**config.mk**
```make
export PLATFORM = sky130hd
export DESIGN_NAME = comparator_mode_irq_control
export DESIGN_NICKNAME = d
export VERILOG_FILES = /design/src/pkg/comparator_mode_pkg.sv /design/src/pkg/edge_flag_if.sv /design/src/logic/comparator_mode_irq_control.sv /design/src/logic/edge_flag_keeper.sv
export SDC_FILE = /design/constraint.sdc
export NUM_CORES = 1
export LEC_CHECK = 0
export BUFFER_PORTS_ARGS = -buffer_cell sky130_fd_sc_hd__buf_2
export CORE_MARGIN = 1.5
export CORE_UTILIZATION = 45
export DETAILED_ROUTE_END_ITERATION = 12
export HOLD_SLACK_MARGIN = 0.03
export MAX_ROUTING_LAYER = met4
export PLACE_DENSITY = 0.79
export RECOVER_POWER = 25
export SETUP_SLACK_MARGIN = 0.3
export SLEW_MARGIN = 20
export SYNTH_ARGS = -nofsm -noshare
export SYNTH_HDL_FRONTEND = slang
export SYNTH_SLANG_ARGS = --single-unit
```
**constraint.sdc**
```tcl
create_clock -name clk -period 1 [get_ports clk]
set_input_delay 0.1 -clock clk [delete_from_list [all_inputs] [get_ports clk]]
set_output_delay 0.1 -clock clk [all_outputs]
set_load 0.1 [all_outputs]
```
**src/pkg/comparator_mode_pkg.sv**
```systemverilog
// Constants and types for the comparator mode and edge-interrupt block.
// Assumes an 8-bit special-function register bus inside the same clock domain.
package comparator_mode_pkg;
    localparam logic [7:0] MODE_SELECT_ADDR  = 8'h9d;
    localparam logic [7:0] CONTROL_ADDR      = 8'h9b;
    localparam logic [7:0] MODE_SELECT_RESET = 8'h02;
    localparam logic [7:0] CONTROL_RESET     = 8'h00;
    localparam logic [7:0] MODE_SELECT_MASK  = 8'h33;
    localparam int RISE_IE_BIT   = 5;
    localparam int FALL_IE_BIT   = 4;
    localparam int ENABLE_BIT    = 7;
    localparam int OUT_BIT       = 6;
    localparam int RISE_FLAG_BIT = 5;
    localparam int FALL_FLAG_BIT = 4;
    localparam int HYST_LSB      = 0;
    localparam int HYST_W        = 4;
    // Typical response times per mode, in ns
    localparam int RESP_NS_MODE0 = 100;
    localparam int RESP_NS_MODE1 = 175;
    localparam int RESP_NS_MODE2 = 320;
    localparam int RESP_NS_MODE3 = 1050;
    localparam int CLK_PERIOD_NS = 5;
    localparam int POWER_UP_NS   = 10000;
    localparam int POWER_UP_CYCLES = POWER_UP_NS / CLK_PERIOD_NS;

    typedef enum logic [3:0] {
        RESP_FAST     = 4'h1,
        RESP_MEDIUM   = 4'h2,
        RESP_SLOW     = 4'h4,
        RESP_SLOWEST  = 4'h8
    } resp_mode_t;

    typedef struct packed {
        logic       riseIrqEnable;
        logic       fallIrqEnable;
        logic [1:0] responseMode;
    } mode_reg_t;
endpackage

```
**src/pkg/edge_flag_if.sv**
```systemverilog
// Carries edge events and flag clears between the top and the flag module.
// Assumes both ends sit on the same clock.
interface edge_flag_if;
    logic riseEvent;
    logic fallEvent;
    logic riseClear;
    logic fallClear;
    logic riseEdgeFlag;
    logic fallEdgeFlag;
    modport owner (input riseEvent, fallEvent, riseClear, fallClear,
                   output riseEdgeFlag, fallEdgeFlag);
    modport user  (output riseEvent, fallEvent, riseClear, fallClear,
                   input riseEdgeFlag, fallEdgeFlag);
endinterface

```
**src/logic/comparator_mode_irq_control.sv**
```systemverilog
// Mode select and control registers of the analog comparator, edge
// detection and the comparator interrupt request.
// Assumes a single-cycle 8-bit register bus on clk; the analog output
// arrives asynchronously and is synchronised here.
module comparator_mode_irq_control (
    input  wire logic                              clk,
    input  wire logic                              rstn,
    input  wire logic [7:0]                        regAddr,
    input  wire logic                              regWrite,
    input  wire logic                              regRead,
    input  wire logic [7:0]                        regWriteData,
    output logic      [7:0]                        regReadData,
    input  wire logic                              compareIn,
    output logic                                   comparatorEnable,
    output logic      [3:0]                        hysteresisSelect,
    output comparator_mode_pkg::resp_mode_t        responseSelect,
    output logic                                   comparatorPinOut,
    output logic                                   comparatorIrq
);
    // ------------------------------------------------------------
    // Reset release
    // ------------------------------------------------------------
    // Asserts at once, leaves two edges later, free of glitches
    logic rstSync1;
    logic rstSync2;
    always_ff @(posedge clk or negedge rstn) begin
        if (!rstn) begin
            rstSync1 <= 1'b0;
            rstSync2 <= 1'b0;
        end else begin
            rstSync1 <= 1'b1;
            rstSync2 <= rstSync1;
        end
    end

    // ------------------------------------------------------------
    // State
    // ------------------------------------------------------------
    // Registered copy of every output, so no output is combinational
    typedef struct packed {
        comparator_mode_pkg::mode_reg_t  mode;
        logic                            enable;
        logic [3:0]                      hyst;
        logic                            inMeta;
        logic                            inSync;
        logic                            outPrev;
        logic [7:0]                      readData;
        logic                            irq;
        logic                            pinOut;
        comparator_mode_pkg::resp_mode_t resp;
    } ctrl_state_t;

    // Reset image built from the register reset words
    localparam logic [7:0] MODE_RESET = comparator_mode_pkg::MODE_SELECT_RESET;
    localparam logic [7:0] CTRL_RESET = comparator_mode_pkg::CONTROL_RESET;
    localparam comparator_mode_pkg::mode_reg_t MODE_RESET_FIELDS = '{
        riseIrqEnable: MODE_RESET[comparator_mode_pkg::RISE_IE_BIT],
        fallIrqEnable: MODE_RESET[comparator_mode_pkg::FALL_IE_BIT],
        responseMode:  MODE_RESET[1:0]
    };
    // Resp must stay the one-hot decode of the mode reset field
    localparam ctrl_state_t RESET_STATE = '{
        mode:     MODE_RESET_FIELDS,
        enable:   CTRL_RESET[comparator_mode_pkg::ENABLE_BIT],
        hyst:     CTRL_RESET[comparator_mode_pkg::HYST_LSB
                             +: comparator_mode_pkg::HYST_W],
        inMeta:   1'b0,
        inSync:   1'b0,
        outPrev:  1'b0,
        readData: 8'h00,
        irq:      1'b0,
        pinOut:   1'b0,
        resp:     comparator_mode_pkg::RESP_SLOW
    };

    ctrl_state_t state;
    ctrl_state_t next_state;

    edge_flag_if flagBus ();

    // Flags live apart so set-beats-clear sits in one place
    edge_flag_keeper flagKeeper (
        .clk   (clk),
        .rstn  (rstSync2),
        .flags (flagBus)
    );

    logic       writeMode;
    logic       writeControl;
    logic       compOut;
    logic [7:0] modeWriteData;
    logic [7:0] modeWord;
    logic [7:0] controlWord;

    // ------------------------------------------------------------
    // Decode and edge events
    // ------------------------------------------------------------
    always_comb begin
        // Single-cycle bus: no wait states, no read side effects
        writeMode    = 1'b0;
        writeControl = 1'b0;
        if (regWrite && regAddr == comparator_mode_pkg::MODE_SELECT_ADDR) begin
            writeMode = 1'b1;
        end else if (regWrite
                     && regAddr == comparator_mode_pkg::CONTROL_ADDR) begin
            writeControl = 1'b1;
        end
    end

    // Output only meaningful while enabled
    assign compOut = state.enable & state.inSync;

    // Unused mode bits never reach the register
    assign modeWriteData = regWriteData
        & comparator_mode_pkg::MODE_SELECT_MASK;

    // Flags are read-write: writing zero clears, writing one is ignored
    assign flagBus.riseEvent = compOut & ~state.outPrev;
    assign flagBus.fallEvent = ~compOut & state.outPrev;
    assign flagBus.riseClear = writeControl
        & ~regWriteData[comparator_mode_pkg::RISE_FLAG_BIT];
    assign flagBus.fallClear = writeControl
        & ~regWriteData[comparator_mode_pkg::FALL_FLAG_BIT];

    // ------------------------------------------------------------
    // Read-back words
    // ------------------------------------------------------------
    always_comb begin
        modeWord = 8'h00;
        modeWord[comparator_mode_pkg::RISE_IE_BIT] = state.mode.riseIrqEnable;
        modeWord[comparator_mode_pkg::FALL_IE_BIT] = state.mode.fallIrqEnable;
        modeWord[1:0] = state.mode.responseMode;
        // Output bit is live and read-only; writes never reach it
        controlWord = 8'h00;
        controlWord[comparator_mode_pkg::ENABLE_BIT] = state.enable;
        controlWord[comparator_mode_pkg::OUT_BIT] = compOut;
        controlWord[comparator_mode_pkg::RISE_FLAG_BIT] =
            flagBus.riseEdgeFlag;
        controlWord[comparator_mode_pkg::FALL_FLAG_BIT] =
            flagBus.fallEdgeFlag;
        controlWord[comparator_mode_pkg::HYST_LSB
                    +: comparator_mode_pkg::HYST_W] = state.hyst;
    end

    // ------------------------------------------------------------
    // Next state
    // ------------------------------------------------------------
    always_comb begin
        next_state = state;
        // Two flops on the asynchronous comparator output
        next_state.inMeta  = compareIn;
        next_state.inSync  = state.inMeta;
        next_state.outPrev = compOut;
        if (writeMode) begin
            // Only the enable and mode bits take; the rest is dropped
            next_state.mode.riseIrqEnable =
                modeWriteData[comparator_mode_pkg::RISE_IE_BIT];
            next_state.mode.fallIrqEnable =
                modeWriteData[comparator_mode_pkg::FALL_IE_BIT];
            next_state.mode.responseMode = modeWriteData[1:0];
        end
        if (writeControl) begin
            next_state.enable =
                regWriteData[comparator_mode_pkg::ENABLE_BIT];
            next_state.hyst = regWriteData[comparator_mode_pkg::HYST_LSB
                                           +: comparator_mode_pkg::HYST_W];
        end
        case (next_state.mode.responseMode)
            2'b00:   next_state.resp = comparator_mode_pkg::RESP_FAST;
            2'b01:   next_state.resp = comparator_mode_pkg::RESP_MEDIUM;
            2'b10:   next_state.resp = comparator_mode_pkg::RESP_SLOW;
            default: next_state.resp = comparator_mode_pkg::RESP_SLOWEST;
        endcase
        // Pin drops in the same cycle as the enable, never after
        next_state.pinOut = next_state.enable & state.inSync;
        // Irq trails its flag by one cycle so it leaves a flop
        next_state.irq =
            (flagBus.riseEdgeFlag & state.mode.riseIrqEnable)
            | (flagBus.fallEdgeFlag & state.mode.fallIrqEnable);
        next_state.readData = 8'h00;
        if (regRead && regAddr == comparator_mode_pkg::MODE_SELECT_ADDR) begin
            next_state.readData = modeWord;
        end else if (regRead
                     && regAddr == comparator_mode_pkg::CONTROL_ADDR) begin
            next_state.readData = controlWord;
        end
    end

    // ------------------------------------------------------------
    // Registers
    // ------------------------------------------------------------
    always_ff @(posedge clk or negedge rstSync2) begin
        if (!rstSync2) begin
            state <= RESET_STATE;
        end else begin
            state <= next_state;
        end
    end

    // ------------------------------------------------------------
    // Outputs
    // ------------------------------------------------------------
    assign regReadData      = state.readData;
    assign comparatorEnable = state.enable;
    assign hysteresisSelect = state.hyst;
    assign responseSelect   = state.resp;
    assign comparatorPinOut = state.pinOut;
    assign comparatorIrq    = state.irq;
endmodule

```
**src/logic/edge_flag_keeper.sv**
```systemverilog
// Sticky rising and falling edge flags.
// Assumes events and clears are one-cycle pulses on clk.
module edge_flag_keeper (
    input  wire logic   clk,
    input  wire logic   rstn,
    edge_flag_if.owner  flags
);
    typedef struct packed {
        logic rise;
        logic fall;
    } flag_state_t;

    flag_state_t state;
    flag_state_t next_state;

    // Set beats clear so an edge in the clearing cycle survives
    always_comb begin
        next_state = state;
        if (flags.riseClear) begin
            next_state.rise = 1'b0;
        end
        if (flags.fallClear) begin
            next_state.fall = 1'b0;
        end
        if (flags.riseEvent) begin
            next_state.rise = 1'b1;
        end
        if (flags.fallEvent) begin
            next_state.fall = 1'b1;
        end
    end

    always_ff @(posedge clk or negedge rstn) begin
        if (!rstn) begin
            state <= '0;
        end else begin
            state <= next_state;
        end
    end

    assign flags.riseEdgeFlag = state.rise;
    assign flags.fallEdgeFlag = state.fall;
endmodule

```
* Word-level counts from Yosys, hierarchy flattened
Cells that the tools add are included.
** Word-level totals
- Register bits after elaboration :: 30
- Logic and storage cells :: 52
- Input bits :: 21
- Output and inout bits :: 19
** Cells by class
- Muxes and demuxes :: 12
- Reduce and logical (&&, ||, !) cells :: 7
- Equal/unequal tests :: 4
- Bitwise operators :: 13
** Operators with widths (count)
- $eq 8x8->1 const B :: 2
- $mux 8 :: 2
- $pmux 4 s3 :: 1
- $and 1x1->1 :: 8
- $mux 1 :: 7
- $mux 5 :: 1
- $logic_and 1x1->1 :: 4
- $not 1->1 :: 4
- $reduce_bool 2->1 :: 2
- $eq 2x1->1 const B :: 1
- $eq 2x2->1 const B :: 1
- $logic_not 2->1 :: 1
- $mux 2 :: 1
- $or 1x1->1 :: 1

* Logic depth before layout (Yosys ltp)
- Word-level depth :: 7
- Mapped depth :: 4
- Gate-level depth less buffers :: 3

* Hierarchy
Synthesis repeated with hierarchy kept, for this count alone.
** Unflattened totals
- Cell total of the unflattened synthesis :: 102
- Area total of the unflattened synthesis :: 1297.5 µm²
** By module, submodules not included
- comparator_mode_irq_control :: times used 1, cells an instance 96, area each 1224.9 µm², sequential area each 703.2 µm²
- edge_flag_keeper :: times used 1, cells an instance 6, area each 72.6 µm², sequential area each 50.0 µm²

* Least setup slack after synthesis
Ideal clock, no wire load.
- Kind :: reg-to-reg
- Start :: register state (netlist bit comparatorEnable)
- End :: register flagKeeper.state (netlist bit flagKeeper.flags.fallEdgeFlag)
- Arrival :: 1.529 ns
- Path buffers :: 0
- Library setup time :: 0.118 ns
- Clock period less this slack :: 1.647 ns
- Path slack :: -0.647 ns
- Required time :: 0.882 ns
- Cell stages (with the launch flop) :: 4
- Cells stage by stage :: dfrtp_1 -> nand2_1 -> a22o_1 -> a21o_1
** Between the ends
- Longest elaborated chain between the ends :: 4
- Elaborated cells on any way between the ends :: 5
- Classes of those cells :: 1 x mux; 3 x bitwise; 1 x reduce/logical
** Ends and longest elaborated chain
- start: declaration :: line comparator_mode_irq_control.sv:76 : ctrl_state_t state;
- start signal: assignment :: line comparator_mode_irq_control.sv:196 : state <= next_state;
- $and 1x1->1 * :: line comparator_mode_irq_control.sv:111 : assign compOut = state.enable & state.inSync;
- $not 1->1 * :: line comparator_mode_irq_control.sv:119 : assign flagBus.fallEvent = ~compOut & state.outPrev;
- $and 1x1->1 * :: line comparator_mode_irq_control.sv:119
- $mux 1 / $reduce_bool 2->1 (equally long branches)
- end signal: assignment :: line edge_flag_keeper.sv:37 : state <= next_state;
- end: declaration :: line edge_flag_keeper.sv:13 : flag_state_t state;
Mark *: on every way between the ends. The rest lies on a longest branch, timed or not.
A chain may end at the register's enable or synchronous reset.

* Worst setup path after layout
- Start :: register state (netlist bit responseSelect[2])
- End :: output responseSelect[2]
** RTL lines
- end: declaration :: line comparator_mode_irq_control.sv:16 : output comparator_mode_pkg::resp_mode_t responseSelect,
No word-level cell between the ends.

==> results.sh <==
export IMPL_fin_ws_ns=-0.148
export IMPL_cts_buffers=5
export IMPL_dpl_hpwl_um=1860
export IMPL_die_h_um=56.5
export IMPL_outcome="complete, but fails checks"
export IMPL_met3WireLength_um=174
export IMPL_pre_cts_ws_ns=-0.147
export IMPL_yosysWarnings=0
export IMPL_max_slew_margin_rel_pct=54.1
export IMPL_clk_pin_slew_ns=0.09
export IMPL_rrSetupSlack_ns=-0.06
export IMPL_num_fill_cells=162
export IMPL_yosysMostFrequentCell="dfrtp_1"
export IMPL_drtAntennaViolNets=0
export IMPL_synth_edff_count=0
export IMPL_num_io_pins=40
export IMPL_path_delay_family="flip-flops"
export IMPL_area_growth_pct=64.7
export IMPL_cts_htree_levels=2
export IMPL_fmax_mhz=871
export IMPL_grt_max_degree=19
export IMPL_start_kind="flip-flop"
export IMPL_cts_max_path_buffers=2
export IMPL_p_comb_share_pct=19.0
export IMPL_pwr_share_seq_pct=48.5
export IMPL_power_density_nw_per_um2=1270
export IMPL_swShare_pct=27.0
export IMPL_grt_overflow_total=0
export IMPL_wl_met1_um=1360
export IMPL_vias=938
export IMPL_grt_antenna_before_repair=0
export IMPL_grt_pass1_vias=961
export IMPL_setup_viol=24
export IMPL_start_util_pct=47.1
export IMPL_clock_sinks=30
export IMPL_crit_arrival_ns=1.05
export IMPL_p_int_uw=1980
export IMPL_r2r_end="flagKeeper.flags.fallEdgeFlag"
export IMPL_crit_chain="buf_12"
export IMPL_route_met2_wl_um=1720
export IMPL_clk_latency_ns=0.32
export IMPL_drc=0
export IMPL_io_buffer_count=38
export IMPL_slowest_delay_ns=0.56
export IMPL_period_needed_ns=1.15
export IMPL_synth_cell_types=18
export IMPL_slew_violations=0
export IMPL_rows=19
export IMPL_core_area_um2=2730
export IMPL_clkPwrFrac_pct=32.5
export IMPL_postCtsHoldBufs=3
export IMPL_cap_violations=0
export IMPL_leakagePower_uw=0.00101
export IMPL_top_layer="met4"
export IMPL_tritoncts="built"
export IMPL_fin_nets=175
export IMPL_synthTopCellsByArea="dfrtp_1 54%, buf_4 10%, mux2_2 8.7%, dfstp_2 4.1%, mux2i_1 3.1%"
export IMPL_synth_largest_area_cell="dfrtp_1"
export IMPL_wl_um=3320
export IMPL_synthArstFlopShare_pct=100
export IMPL_path_buf_inv=1
export IMPL_cp_max_fo=1
export IMPL_routedWlPerCell_um=17.8
export IMPL_place_gp_congestion=0.805
export IMPL_cp_num_cells=1
export IMPL_fin_crit_sh_pct=115
export IMPL_yosys_top_cells_count="28 x dfrtp_1, 18 x buf_4, 10 x mux2_2, 10 x nor2_1, 6 x nand2_1"
export IMPL_track_usage_pct=20.9
export IMPL_synth_fp_nets=123
export IMPL_netlist_area_um2=1290
export IMPL_dieArea_um2=3190
export IMPL_grt_first_pass_wirelength_um=4610
export IMPL_worstMarginPinSlew_ns=0.688
export IMPL_ys_ff_latch=30
export IMPL_n_antenna_cell=0
export IMPL_synth_avg_cell_area_um2=12.6
export IMPL_violations="negative setup slack"
export IMPL_utilization_pct=77.6
export IMPL_p_sw_uw=730
export IMPL_critPathCapture="responseSelect[2]"
export IMPL_die_w_um=56.5
export IMPL_synthCells=102
export IMPL_synthFlopType="dfrtp_1"
export IMPL_rsz0062_at_grt="yes"
export IMPL_viasPerCell=5.04
export IMPL_ir_drop_mv=1.21
export IMPL_ys_seq_area_share_pct=58.4
export IMPL_path_class="reg2out"
export IMPL_synth_top_area_share_pct=54.4
export IMPL_end_kind="primary output"
export IMPL_cp_slowest_cell="dfstp_2"
export IMPL_drive_gt1_share_pct=68.4
export IMPL_clock_skew_ns=0.00557
export IMPL_worst_r2r_path_depth=4
export IMPL_dr_pass1_iters=4
export IMPL_cp_required_ns=0.90
export IMPL_hold_viol=0
export IMPL_initialDrtViolationCount=16
export IMPL_r2r_start="comparatorEnable"
export IMPL_root_buffer="clkbuf_4"
export IMPL_min_path_type="in2reg"
export IMPL_worstSetupStartpoint="responseSelect[2]"
==> how the worst min path moves through the flow <==
stage | start | end | slack [ns] | cells after the start
6_report | regWriteData[2] | hysteresisSelect[2] | 0.009 | 2
5_1_grt | regWriteData[2] | hysteresisSelect[2] | -0.007 | 2
4_1_cts | regWriteData[2] | hysteresisSelect[2] | -0.02 | 2
3_5_place_dp | rstn | rstSync1 | -0.11 | 1
3_3_place_gp | rstn | rstSync1 | -0.11 | 1
2_1_floorplan | rstn | rstSync1 | -0.20 | 0
==> area by class of cell <==
class / count / area, um^2 / share of cell area, %
Tap cell: 31 / 38.8 / 1.83
Sequential cell: 30 / 767 / 36.1
Multi-Input combinational cell: 50 / 495 / 23.3
Timing Repair Buffer: 63 / 724 / 34.1
Clock buffer: 8 / 78.8 / 3.71
Inverter: 4 / 17.5 / 0.825
==> worst reg2reg max path, cell delays in order, from the launching register on <==
cell and delay, ns:
dfrtp_4 0.45, buf_6 0.12, nand2_4 0.06, a22o_1 0.18, a21o_1 0.15
==> layout by cell type, fill, tap and decap left out, types with 3 or more instances in the layout <==
cell type / Yosys / routed
buf_12: 0 / 19
mux2i_1: 4 / 3
buf_6: 0 / 14
a22oi_2: 0 / 4
buf_2: 0 / 17
dfrtp_4: 0 / 3
dlygate4sd3_1: 0 / 3
nor2_1: 10 / 7
clkbuf_4: 0 / 5
nand2_1: 6 / 3
mux2_4: 0 / 10
buf_4: 18 / 9
clkbuf_8: 0 / 3
dfrtp_1: 28 / 23
inv_2: 0 / 3
==> sequential cells by signal (all words and copies together), names as in the netlist <==
register / cells
rstSync1: 1
modeWord: 4
responseSelect: 4
state: 2
comparatorIrq: 1
next_state: 1
flagKeeper.flags.fallEdgeFlag: 1
rstSync2: 1
hysteresisSelect: 4
flagKeeper.flags.riseEdgeFlag: 1
regReadData: 8
comparatorEnable: 1
comparatorPinOut: 1
==> through the flow <==
stage          hold WS (ns)  std cells  cell area (um^2)  power [uW]  TNS [ns]
5_1_grt            -0.00673        186              2120        2820     -1.89
4_1_cts             -0.0160        179              2020        2690     -1.14
2_1_floorplan        -0.196        102              1360        1590    -0.270
6_report            0.00932        186              2120        2710    -0.922
3_5_place_dp         -0.112        162              1770        1740     -1.98
3_3_place_gp         -0.114        162              1770        1730     -1.29
==> cells by family after synthesis <==
kind of cell / Yosys count / synth area share [%]
flip-flops: 30 / 58.4
AND/OR/NAND/NOR: 26 / 12.5
buffers and inverters: 22 / 11.7
multiplexers: 14 / 11.8
AO/OA/AOI/OAI: 9 / 5.24
other: 1 / 0.291
==> repair_timing <==
action,in CTS,in global routing
endpoints found under the hold margin,9,4
endpoints found under the setup margin,43,49
buffers inserted,6,7
pin swaps,9,5
resized for setup,30,14
==> metal layers <==
layer  vias to the layer above  track usage, %
met5                         -               -
met4                         0            11.6
met3                         8            8.53
met2                        38            31.7
met1                       465            23.3
li1                        427               -
==> power groups by stage <==
stage	registers (uW)	clock network (uW)	logic, uW
global route	1320	971	534
finish	1310	881	513
floorplan	1370	0	214
detailed placement	1340	0	403
global placement	1330	0	394
CTS	1310	913	469
(Power assumes the default switching activity.)
